[config.mk]
export PLATFORM = sky130hd
export DESIGN_NAME = pci_target_decode_and_power_state
export DESIGN_NICKNAME = d
export VERILOG_FILES = /design/src/pci_front_pkg.sv /design/src/pci_target_decode_and_power_state.sv
export VERILOG_INCLUDE_DIRS = /design/src /design/src/src
export SDC_FILE = /design/constraint.sdc
export NUM_CORES = 2
export LEC_CHECK = 0
export ABC_AREA = 1
export BUFFER_PORTS_ARGS = -buffer_cell sky130_fd_sc_hd__buf_2
export CORE_MARGIN = 2
export CORE_UTILIZATION = 35
export CTS_CLUSTER_SIZE = 25
export DETAILED_ROUTE_END_ITERATION = 6
export PLACE_DENSITY_LB_ADDON = 0.05
export RECOVER_POWER = 25
export SLEW_MARGIN = 20
export SYNTH_ARGS = -nofsm -noshare
export SYNTH_HDL_FRONTEND = slang
export SYNTH_SLANG_ARGS = --single-unit
[constraint.sdc]
create_clock -name mclk -period 5.4 [get_ports mclk]
set_input_delay 0.54 -clock mclk [delete_from_list [all_inputs] [get_ports mclk]]
set_output_delay 0.54 -clock mclk [all_outputs]
set_load 0.03 [all_outputs]
[src/pci_front_params.svh]
// constants for the pci target decode and power state block
`ifndef PCI_FRONT_PARAMS_SVH
`define PCI_FRONT_PARAMS_SVH
`define CMD_IACK 4'h0
`define CMD_SPECIAL 4'h1
`define CMD_IO_READ 4'h2
`define CMD_IO_WRITE 4'h3
`define CMD_MEM_READ 4'h6
`define CMD_MEM_WRITE 4'h7
`define CMD_CFG_READ 4'hA
`define CMD_CFG_WRITE 4'hB
`define CMD_READ_MULTIPLE 4'hC
`define CMD_DUAL_ADDR 4'hD
`define CMD_READ_LINE 4'hE
`define CMD_WRITE_INVALIDATE 4'hF
`define OFF_COMMAND 8'h04
`define OFF_IO_BASE 8'h10
`define OFF_MEM_BASE 8'h14
`define OFF_POWER_CTL 8'h44
`define OFF_DMA_BURST_MODE 7'h38
`define OFF_CHIP_TEST_THREE 7'h1B
`define BIT_CMD_IO_EN 0
`define BIT_CMD_MEM_EN 1
`define BIT_CMD_INVALIDATE_EN 4
`define BIT_READ_MULTIPLE_EN 2
`define BIT_READ_LINE_EN 3
`define BIT_INVALIDATE_EN 0
`define PWR_D0 2'h0
`define PWR_D3 2'h3
`define RST_COMMAND 8'h00
`define RST_BASE 24'h000000
`define RST_OP_BYTE 8'h00
`define IO_SPACE_FLAG 8'h01
`define MEM_SPACE_FLAG 8'h00
`endif

[src/pci_front_pkg.sv]
// types shared by the pci target decode and power state block
`default_nettype none
package pci_front_pkg;
  typedef enum logic [1:0] {
    ACC_NONE,
    ACC_CFG,
    ACC_IO,
    ACC_MEM
  } access_type;
  typedef enum logic {
    PWR_FULL,
    PWR_OFF
  } power_mode_type;
endpackage
`default_nettype wire

[src/pci_target_decode_and_power_state.sv]
// pci target decode, master command choice and function power state
`include "pci_front_params.svh"
`default_nettype none
module pci_target_decode_and_power_state
  import pci_front_pkg::*;
(
  // clock and reset
  input wire logic mclk,
  input wire logic reset_n,
  // target bus side
  input wire logic addrValid,
  input wire logic dataValid,
  input wire logic [31:0] adIn,
  input wire logic [3:0] commandByteEnableLines_n,
  input wire logic idsel,
  output logic claim,
  output logic [1:0] accessKind,
  output logic dataAck,
  output logic [31:0] readData,
  // master command request
  input wire logic masterReq,
  input wire logic masterWrite,
  input wire logic masterIo,
  input wire logic masterMultiple,
  input wire logic masterLine,
  input wire logic masterFullLine,
  output logic masterCmdValid,
  output logic [3:0] masterCmd,
  // power side effects
  output logic [1:0] powerState,
  output logic softReset,
  output logic scsiClockEnable,
  output logic pllEnable
);

  logic claim_reg;
  logic claim_next;
  access_type acc_reg;
  access_type acc_next;
  logic isWrite_reg;
  logic isWrite_next;
  logic [7:0] index_reg;
  logic dataAck_reg;
  logic [31:0] readData_reg;
  logic masterCmdValid_reg;
  logic [3:0] masterCmd_reg;
  logic [3:0] masterCmd_next;
  logic [7:0] command_reg;
  logic [23:0] ioBase_reg;
  logic [23:0] memBase_reg;
  logic [1:0] power_reg;
  power_mode_type mode_reg;
  logic softReset_reg;
  logic scsiClockEnable_reg;
  logic pllEnable_reg;
  logic [7:0] opRegs [0:127];

  logic [3:0] busCmd;
  logic dataWr;
  logic cfgLowWr;
  logic [7:0] laneAddr [0:3];
  logic [7:0] laneData [0:3];
  logic [3:0] laneWr;
  logic powerWrEn;
  logic [1:0] powerWrValue;
  logic enterD3;

  assign busCmd = commandByteEnableLines_n;

  // address phase decode; anything not listed is never claimed
  always_comb begin
    claim_next = 1'b0;
    acc_next = ACC_NONE;
    isWrite_next = 1'b0;
    unique case (busCmd)
      `CMD_CFG_READ, `CMD_CFG_WRITE: begin
        if (idsel && adIn[10:8] == 3'h0) begin
          claim_next = 1'b1;
          acc_next = ACC_CFG;
        end
        isWrite_next = (busCmd == `CMD_CFG_WRITE);
      end
      `CMD_IO_READ, `CMD_IO_WRITE: begin
        if (adIn[31:8] == ioBase_reg && command_reg[`BIT_CMD_IO_EN]) begin
          claim_next = 1'b1;
          acc_next = ACC_IO;
        end
        isWrite_next = (busCmd == `CMD_IO_WRITE);
      end
      `CMD_MEM_READ, `CMD_READ_MULTIPLE, `CMD_READ_LINE: begin
        if (adIn[31:8] == memBase_reg && command_reg[`BIT_CMD_MEM_EN]) begin
          claim_next = 1'b1;
          acc_next = ACC_MEM;
        end
        isWrite_next = 1'b0;
      end
      `CMD_MEM_WRITE, `CMD_WRITE_INVALIDATE: begin
        if (adIn[31:8] == memBase_reg && command_reg[`BIT_CMD_MEM_EN]) begin
          claim_next = 1'b1;
          acc_next = ACC_MEM;
        end
        isWrite_next = 1'b1;
      end
      default: begin
        // acknowledge, special, dual address and reserved codes pass by
        claim_next = 1'b0;
      end
    endcase
  end

  // claim lasts from the address phase through one data phase
  always_ff @(posedge mclk) begin
    if (!reset_n) begin
      claim_reg <= 1'b0;
      acc_reg <= ACC_NONE;
      isWrite_reg <= 1'b0;
      index_reg <= 8'h00;
    end else if (addrValid) begin
      claim_reg <= claim_next;
      acc_reg <= acc_next;
      isWrite_reg <= isWrite_next;
      index_reg <= {adIn[7:2], 2'h0};
    end else if (dataValid) begin
      claim_reg <= 1'b0;
      acc_reg <= ACC_NONE;
    end
  end

  // one byte lane per enable, active low on the bus
  assign dataWr = claim_reg && dataValid && isWrite_reg;
  always_comb begin
    for (int i = 0; i < 4; i++) begin
      laneAddr[i] = {index_reg[7:2], i[1:0]};
      laneData[i] = adIn[8*i +: 8];
      laneWr[i] = dataWr && !commandByteEnableLines_n[i];
    end
  end

  // lower configuration half holds system parameters
  assign cfgLowWr = (acc_reg == ACC_CFG) && !index_reg[7];

  // read one byte of whichever space the cycle claimed
  function automatic logic [7:0] readByte(input access_type acc, input logic [7:0] addr,
                                          input logic [7:0] cmdv, input logic [23:0] iob,
                                          input logic [23:0] memb, input logic [1:0] pwr,
                                          input logic [7:0] opv);
    logic [7:0] value;
    value = 8'h00;
    if (acc != ACC_CFG || addr[7]) begin
      value = opv;
    end else begin
      unique case (addr)
        `OFF_COMMAND: value = cmdv;
        `OFF_IO_BASE: value = `IO_SPACE_FLAG;
        `OFF_IO_BASE + 8'h01: value = iob[7:0];
        `OFF_IO_BASE + 8'h02: value = iob[15:8];
        `OFF_IO_BASE + 8'h03: value = iob[23:16];
        `OFF_MEM_BASE: value = `MEM_SPACE_FLAG;
        `OFF_MEM_BASE + 8'h01: value = memb[7:0];
        `OFF_MEM_BASE + 8'h02: value = memb[15:8];
        `OFF_MEM_BASE + 8'h03: value = memb[23:16];
        `OFF_POWER_CTL: value = {6'h00, pwr};
        default: value = 8'h00;
      endcase
    end
    return value;
  endfunction

  // read data and acknowledge one cycle after the data phase
  always_ff @(posedge mclk) begin
    if (!reset_n) begin
      readData_reg <= 32'h00000000;
      dataAck_reg <= 1'b0;
    end else begin
      dataAck_reg <= claim_reg && dataValid;
      if (claim_reg && dataValid && !isWrite_reg) begin
        for (int i = 0; i < 4; i++) begin
          // disabled lanes read back as zero
          readData_reg[8*i +: 8] <= commandByteEnableLines_n[i] ? 8'h00 :
            readByte(acc_reg, laneAddr[i], command_reg, ioBase_reg, memBase_reg,
                     power_reg, opRegs[laneAddr[i][6:0]]);
        end
      end
    end
  end

  // operating registers; bit seven of the index is dropped so both halves alias in io and memory space, while config reaches only the upper half
  always_ff @(posedge mclk) begin
    if (!reset_n || softReset_reg) begin
      for (int j = 0; j < 128; j++) begin
        opRegs[j] <= `RST_OP_BYTE;
      end
    end else begin
      for (int i = 0; i < 4; i++) begin
        if (laneWr[i] && (acc_reg != ACC_CFG || laneAddr[i][7])) begin
          opRegs[laneAddr[i][6:0]] <= laneData[i];
        end
      end
    end
  end

  // base address registers; the low byte is fixed so the window is 256 bytes
  always_ff @(posedge mclk) begin
    if (!reset_n) begin
      ioBase_reg <= `RST_BASE;
      memBase_reg <= `RST_BASE;
    end else if (cfgLowWr) begin
      // lane zero is the fixed flag byte, so the loop starts at lane one
      for (int i = 1; i < 4; i++) begin
        if (laneWr[i]) begin
          if (laneAddr[i][7:2] == 6'(`OFF_IO_BASE >> 2)) begin
            ioBase_reg[8*(i-1) +: 8] <= laneData[i];
          end
          if (laneAddr[i][7:2] == 6'(`OFF_MEM_BASE >> 2)) begin
            memBase_reg[8*(i-1) +: 8] <= laneData[i];
          end
        end
      end
    end
  end

  // power field write; the reserved codes leave the state as it is
  always_comb begin
    powerWrEn = 1'b0;
    powerWrValue = power_reg;
    for (int i = 0; i < 4; i++) begin
      if (cfgLowWr && laneWr[i] && laneAddr[i] == `OFF_POWER_CTL) begin
        if (laneData[i][1:0] == `PWR_D0 || laneData[i][1:0] == `PWR_D3) begin
          powerWrEn = 1'b1;
          powerWrValue = laneData[i][1:0];
        end
      end
    end
  end
  assign enterD3 = powerWrEn && powerWrValue == `PWR_D3 && power_reg != `PWR_D3;

  always_ff @(posedge mclk) begin
    if (!reset_n) begin
      power_reg <= `PWR_D0;
      mode_reg <= PWR_FULL;
    end else if (powerWrEn) begin
      power_reg <= powerWrValue;
      mode_reg <= (powerWrValue == `PWR_D3) ? PWR_OFF : PWR_FULL;
    end
  end

  // command register; the power entry wins over a write in the same cycle
  always_ff @(posedge mclk) begin
    if (!reset_n) begin
      command_reg <= `RST_COMMAND;
    end else if (enterD3) begin
      command_reg <= `RST_COMMAND;
    end else begin
      for (int i = 0; i < 4; i++) begin
        if (cfgLowWr && laneWr[i] && laneAddr[i] == `OFF_COMMAND) begin
          command_reg <= laneData[i];
        end
      end
    end
  end

  // side effects follow the held state one cycle later
  always_ff @(posedge mclk) begin
    if (!reset_n) begin
      softReset_reg <= 1'b0;
      scsiClockEnable_reg <= 1'b1;
      pllEnable_reg <= 1'b1;
    end else begin
      softReset_reg <= (mode_reg == PWR_OFF);
      scsiClockEnable_reg <= (mode_reg == PWR_FULL);
      pllEnable_reg <= (mode_reg == PWR_FULL);
    end
  end

  // master command choice; only io and memory codes can come out
  always_comb begin
    if (masterIo) begin
      masterCmd_next = masterWrite ? `CMD_IO_WRITE : `CMD_IO_READ;
    end else if (masterWrite) begin
      if (masterFullLine && opRegs[`OFF_CHIP_TEST_THREE][`BIT_INVALIDATE_EN] &&
          command_reg[`BIT_CMD_INVALIDATE_EN]) begin
        masterCmd_next = `CMD_WRITE_INVALIDATE;
      end else begin
        masterCmd_next = `CMD_MEM_WRITE;
      end
    end else if (masterMultiple && opRegs[`OFF_DMA_BURST_MODE][`BIT_READ_MULTIPLE_EN]) begin
      masterCmd_next = `CMD_READ_MULTIPLE;
    end else if (masterLine && opRegs[`OFF_DMA_BURST_MODE][`BIT_READ_LINE_EN]) begin
      masterCmd_next = `CMD_READ_LINE;
    end else begin
      masterCmd_next = `CMD_MEM_READ;
    end
  end

  // a held soft reset blocks new master cycles
  always_ff @(posedge mclk) begin
    if (!reset_n) begin
      masterCmdValid_reg <= 1'b0;
      masterCmd_reg <= `CMD_MEM_READ;
    end else begin
      masterCmdValid_reg <= masterReq && !softReset_reg;
      if (masterReq && !softReset_reg) begin
        masterCmd_reg <= masterCmd_next;
      end
    end
  end

  assign claim = claim_reg;
  assign accessKind = acc_reg;
  assign dataAck = dataAck_reg;
  assign readData = readData_reg;
  assign masterCmdValid = masterCmdValid_reg;
  assign masterCmd = masterCmd_reg;
  assign powerState = power_reg;
  assign softReset = softReset_reg;
  assign scsiClockEnable = scsiClockEnable_reg;
  assign pllEnable = pllEnable_reg;

endmodule
`default_nettype wire

# After elaboration in Yosys (flattened, before gate mapping)

Memories as Yosys holds them, arrays and structs flattened. A register that Yosys moved wholly into a read port is not among the register bits.
Cells that the tools add are included.

Memories kept: 1
Register bits: 109
Output and inout port bits: 46
Word-level logic and storage cells: 166
Memory bits (writable): 1024
Input bits: 47

Memories:

| name   | depth | width | read ports | clocked after Yosys merged registers in | wr ports | line                                    | RTL |
|---|---|---|---|---|---|---|---|
| opRegs | 128   | 8     | 6          | 4                                       | 128      | pci_target_decode_and_power_state.sv:56 | `logic [7:0] opRegs [0:127];` |

Eq/ne operators: 20
Bitwise operators: 2
Muxes and demuxes: 70
Reductions and logical operators: 54

Operators with widths:

| operator                                                        | number |
|---|---|
| 8-bit two-way mux                                               | 12 |
| 7-bit two-way mux                                               | 12 |
| 24-bit == test                                                  | 2 |
| 8-bit one-hot mux with 2 select lines                           | 3 |
| 8-bit OR reduction                                              | 4 |
| 1-bit two-way mux                                               | 28 |
| 1-bit logical AND                                               | 25 |
| 8-bit one-hot mux with 3 select lines                           | 1 |
| 4-bit == test, second input constant                            | 5 |
| 4-bit two-way mux                                               | 5 |
| 3-bit AND reduction                                             | 6 |
| 6-bit by 3-bit == test with 1-bit output, second input constant | 2 |
| 2-bit two-way mux                                               | 6 |
| 4-bit by 2-bit == test with 1-bit output, second input constant | 2 |
| 4-bit by 3-bit == test with 1-bit output, second input constant | 2 |
| 1-bit logical NOT                                               | 8 |
| 2-bit OR reduction                                              | 4 |
| 6-bit by 1-bit == test with 1-bit output, second input constant | 1 |
| 6-bit by 5-bit == test with 1-bit output, second input constant | 1 |
| 1-bit one-hot mux with 3 select lines                           | 2 |
| 2-bit one-hot mux with 3 select lines                           | 1 |
| 5-bit OR reduction                                              | 1 |
| 2-bit == test, second input constant                            | 2 |
| 3-bit logical NOT                                               | 1 |
| other kinds (7)                                                 | 10 |

# Depth between registers and ports, before layout

Depth in word-level cells: 10
Mapped depth: 14
Mapped depth without buffers: 11

# Least setup slack after synthesis

No wires, ideal clock.

Path kind: register -> register
Start: reg claim_reg, in the netlist claim
End: mem opRegs[5][0] (enable)
Arrival: 1765 ps
Cell stages (with the launch flop): 10
Setup slack: 3306 ps
Data required time: 5071 ps
Library setup time: 329 ps
Period minus slack after synthesis: 2094 ps
Buffers on the path: 1
Cell sequence: dfxtp_1 -> nand2_1 -> nor2_1 -> inv_1 -> nor2_1 -> inv_1 -> nor2_1 -> buf_2 -> nand2_1 -> nand2_1

RTL lines:

| element                | line                                     | RTL |
|---|---|---|
| start, declared        | pci_target_decode_and_power_state.sv:36  | `logic claim_reg;` |
| start signal, assigned | pci_target_decode_and_power_state.sv:119 | `claim_reg <= claim_next;` |
| end, declared          | pci_target_decode_and_power_state.sv:56  |  |

==> results.yml <==
clock_tree:
  cts_sinks: 1138
  tritoncts: "built"
  htree_levels: 4
  clk_latency_ns: 0.77
  clkSlewWorstSetupHoldPaths_ns: 0.06
  cts_root_buf: "clkbuf_16"
  cts_buffers: 138
  cts_max_path_buffers: 3
floorplan:
  rows: 141
  ios: 93
  core_region_area_sq_um: 148000
  die-area_sq_um: 153000
  die_h_um: 391
  start_util: 0.353
  die_w_um: 391
timing:
  tightestPinTransition_ns: 3.15
  rsz0062_at_grt: "no"
  max_freq_mhz: 253
  period_needed_ns: 3.95
  period_share: 0.731
  final.setup_skew_ns: 0.0229
  fin_setup_tns_ns: 0
  slew_violations: 95
  slew_headroom: -1.10
  setup_viol: 0
  finalHoldViolations: 0
worst_setup_path:
  cp_num_buf_inv: 3
  cp_common_cell: "nand2_1"
  cp_top_family: "buffers and inverters"
  worstPathCellList: "clkbuf_1, inv_1, nor2_1, nand2_1, nor2_1, clkbuf_1, nand2_1, nand2_1"
  setup.worst_path.class: "input port to flop"
  cp-end-kind: "flop"
  crit_required_ns: 5.82
  cp.depth: 8
  crit_fanout: 26
  crit_slowest_cell: "clkbuf_1"
  critical-path-max-stage-delay_ns: 1.13
  cp.arrival_ns: 4.37
  start_kind: "input port"
  reg2reg_depth: 9
synth:
  syn_area_sq_um: 52400
  ys_seq_area_frac: 0.631
  synth_cell_type_count: 30
  synthCells: 5718
  syn_avg_cell_area_sq_um: 9.16
  synth_seq_cells: 1138
  yosysWarnings: 0
  synth.net_count: 5765
finish:
  fillers: 15100
  final_common_cell: "nand2_1"
  largest_reg_flops: 1024
  utilization: 0.397
  syn_to_final_growth_pct: 12.4
  nNetsFinal: 5717
  drive_gt1_frac: 0.0744
  final_cell_mix: "nand2_1, nor2_1, edfxtp_1"
grt:
  grt_usage: 0.246
  grt_overflow: 0
  grt_max_degree: 194
  antenna_found_initial: 9
  grt_first_pass_wirelength_um: 272000
  grt_pass1_vias: 39000
route:
  drt_iter0_drc: 3469
  viasPerCell: 5.19
  ant_nets: 0
  first_pass_iters: 6
  routed-via-count: 40000
  wirelength_um: 189000
  wire_per_inst_um: 24.4
  drc: 0
outcome:
  violations: "max-capacitance violations, max-slew violations"
  outcome: "complete, but fails checks"
job:
  maxCapViolations: 3
hold_path:
  whs_path_depth: 4
  hold_class: "input port to flop"
placed_design:
  port_buffers: 92
  place.gp.congestion: 0.821
  place.detailed.hpwl_um: 116000
pwr:
  pwr_density_cell_nw_per_um2: 354
  peakVddDrop_uv: 244
  power_leakage_nw: 23.1
[cell type report]
type	count	area (sq um)	area share
Sequential cell	1138	33000	0.561
Multi-Input combinational cell	3889	16600	0.282
Clock buffer	200	3980	0.0675
Tap cell	1930	2410	0.0410
Inverter	319	1220	0.0207
Timing Repair Buffer	184	1200	0.0204
Clock inverter	53	424	0.00721
Antenna cell	2	5.00	0.0000850
[final timing paths]
kind / startpoint / end / slack (ns)
max: reset_n / opRegs[50][6] / 1.45
min: masterIo / masterCmd[3] / 0.06
max reg2reg: claim / opRegs[50][6] / 1.74
min reg2reg: mode_reg / pllEnable / 0.42
[metal layers]
| layer | GRT usage | vias to the layer above | part of all wire |
|---|---|---|---|
| li1 | - | 18900 | - |
| met1 | 0.340 | 19800 | 0.45 |
| met2 | 0.403 | 1063 | 0.48 |
| met3 | 0.0318 | 259 | 0.049 |
| met4 | 0.0698 | 6 | 0.026 |
| met5 | 0 | - | 0.00019 |
[worst min-delay path, stage by stage]
cell,delay (ns)
buf_2,0.07
nor2_1,0.04
nand3_1,0.07
a21oi_1,0.06
[metrics by stage]
step                hold WS, ns  cells  area (sq um)  power (W)  setup WS [ns]
finish                   0.0610   7715         58900     0.0208           1.45
global route             0.0469   7713         58900     0.0215           1.26
CTS                      0.0102   7713         59000     0.0210           2.20
detailed placement        0.415   7459         54600     0.0118           2.11
global placement          0.413   7453         54500     0.0118           1.47
floorplan                 0.383   5718         52400     0.0111           3.31
[synth_stat cells]
master / number / area [sq um]
clkinv_1: 29 / 109
inv_1: 279 / 1050
inv_2: 11 / 41.3
o221ai_1: 6 / 52.6
a21oi_1: 104 / 521
nor2_1: 1189 / 4460
clkbuf_1: 211 / 792
nand2_2: 2 / 12.5
edfxtp_1: 1024 / 30700
nor2_4: 8 / 90.1
buf_1: 43 / 161
nor3_1: 3 / 15.0
nor4_1: 4 / 25.0
o32ai_1: 1 / 8.76
buf_2: 90 / 450
nand3_1: 781 / 3910
o211ai_1: 10 / 75.1
xor2_1: 11 / 96.3
nand2_1: 1417 / 5320
or2_2: 51 / 319
o22ai_1: 18 / 113
nor2_2: 4 / 25.0
nor3_4: 2 / 32.5
o21ai_0: 246 / 1230
dfxtp_1: 114 / 2280
xnor2_1: 15 / 131
buf_4: 28 / 210
nand4_1: 2 / 12.5
o21ai_1: 13 / 65.1
o2111ai_1: 2 / 17.5
[report_power, final]
part           leakage (nW)  switching [W]  internal, W  total (W)
Clock                  2.17        0.00379      0.00539    0.00918
Sequential             11.6       0.000101      0.00982    0.00992
Combinational          9.38        0.00133     0.000387    0.00172
[cell families (layout without fill, tap and decap cells)]
kind of cell,count (synthesis),count (layout),share of synthesized area
compound gates,400,400,0.0398
xor+xnor,26,26,0.00435
buf+inv,691,756,0.0537
flops,1138,1138,0.631
other cells,0,2,0
simple gates,3463,3463,0.272
[what timing repair did]
action / in CTS / in global routing
setup buffers: 0 / 0
gates resized for setup: 0 / 0
hold endpoints to repair: 1 / 0
hold buffers: 1 / 0
Note: power is estimated with default switching activity, not from simulation.
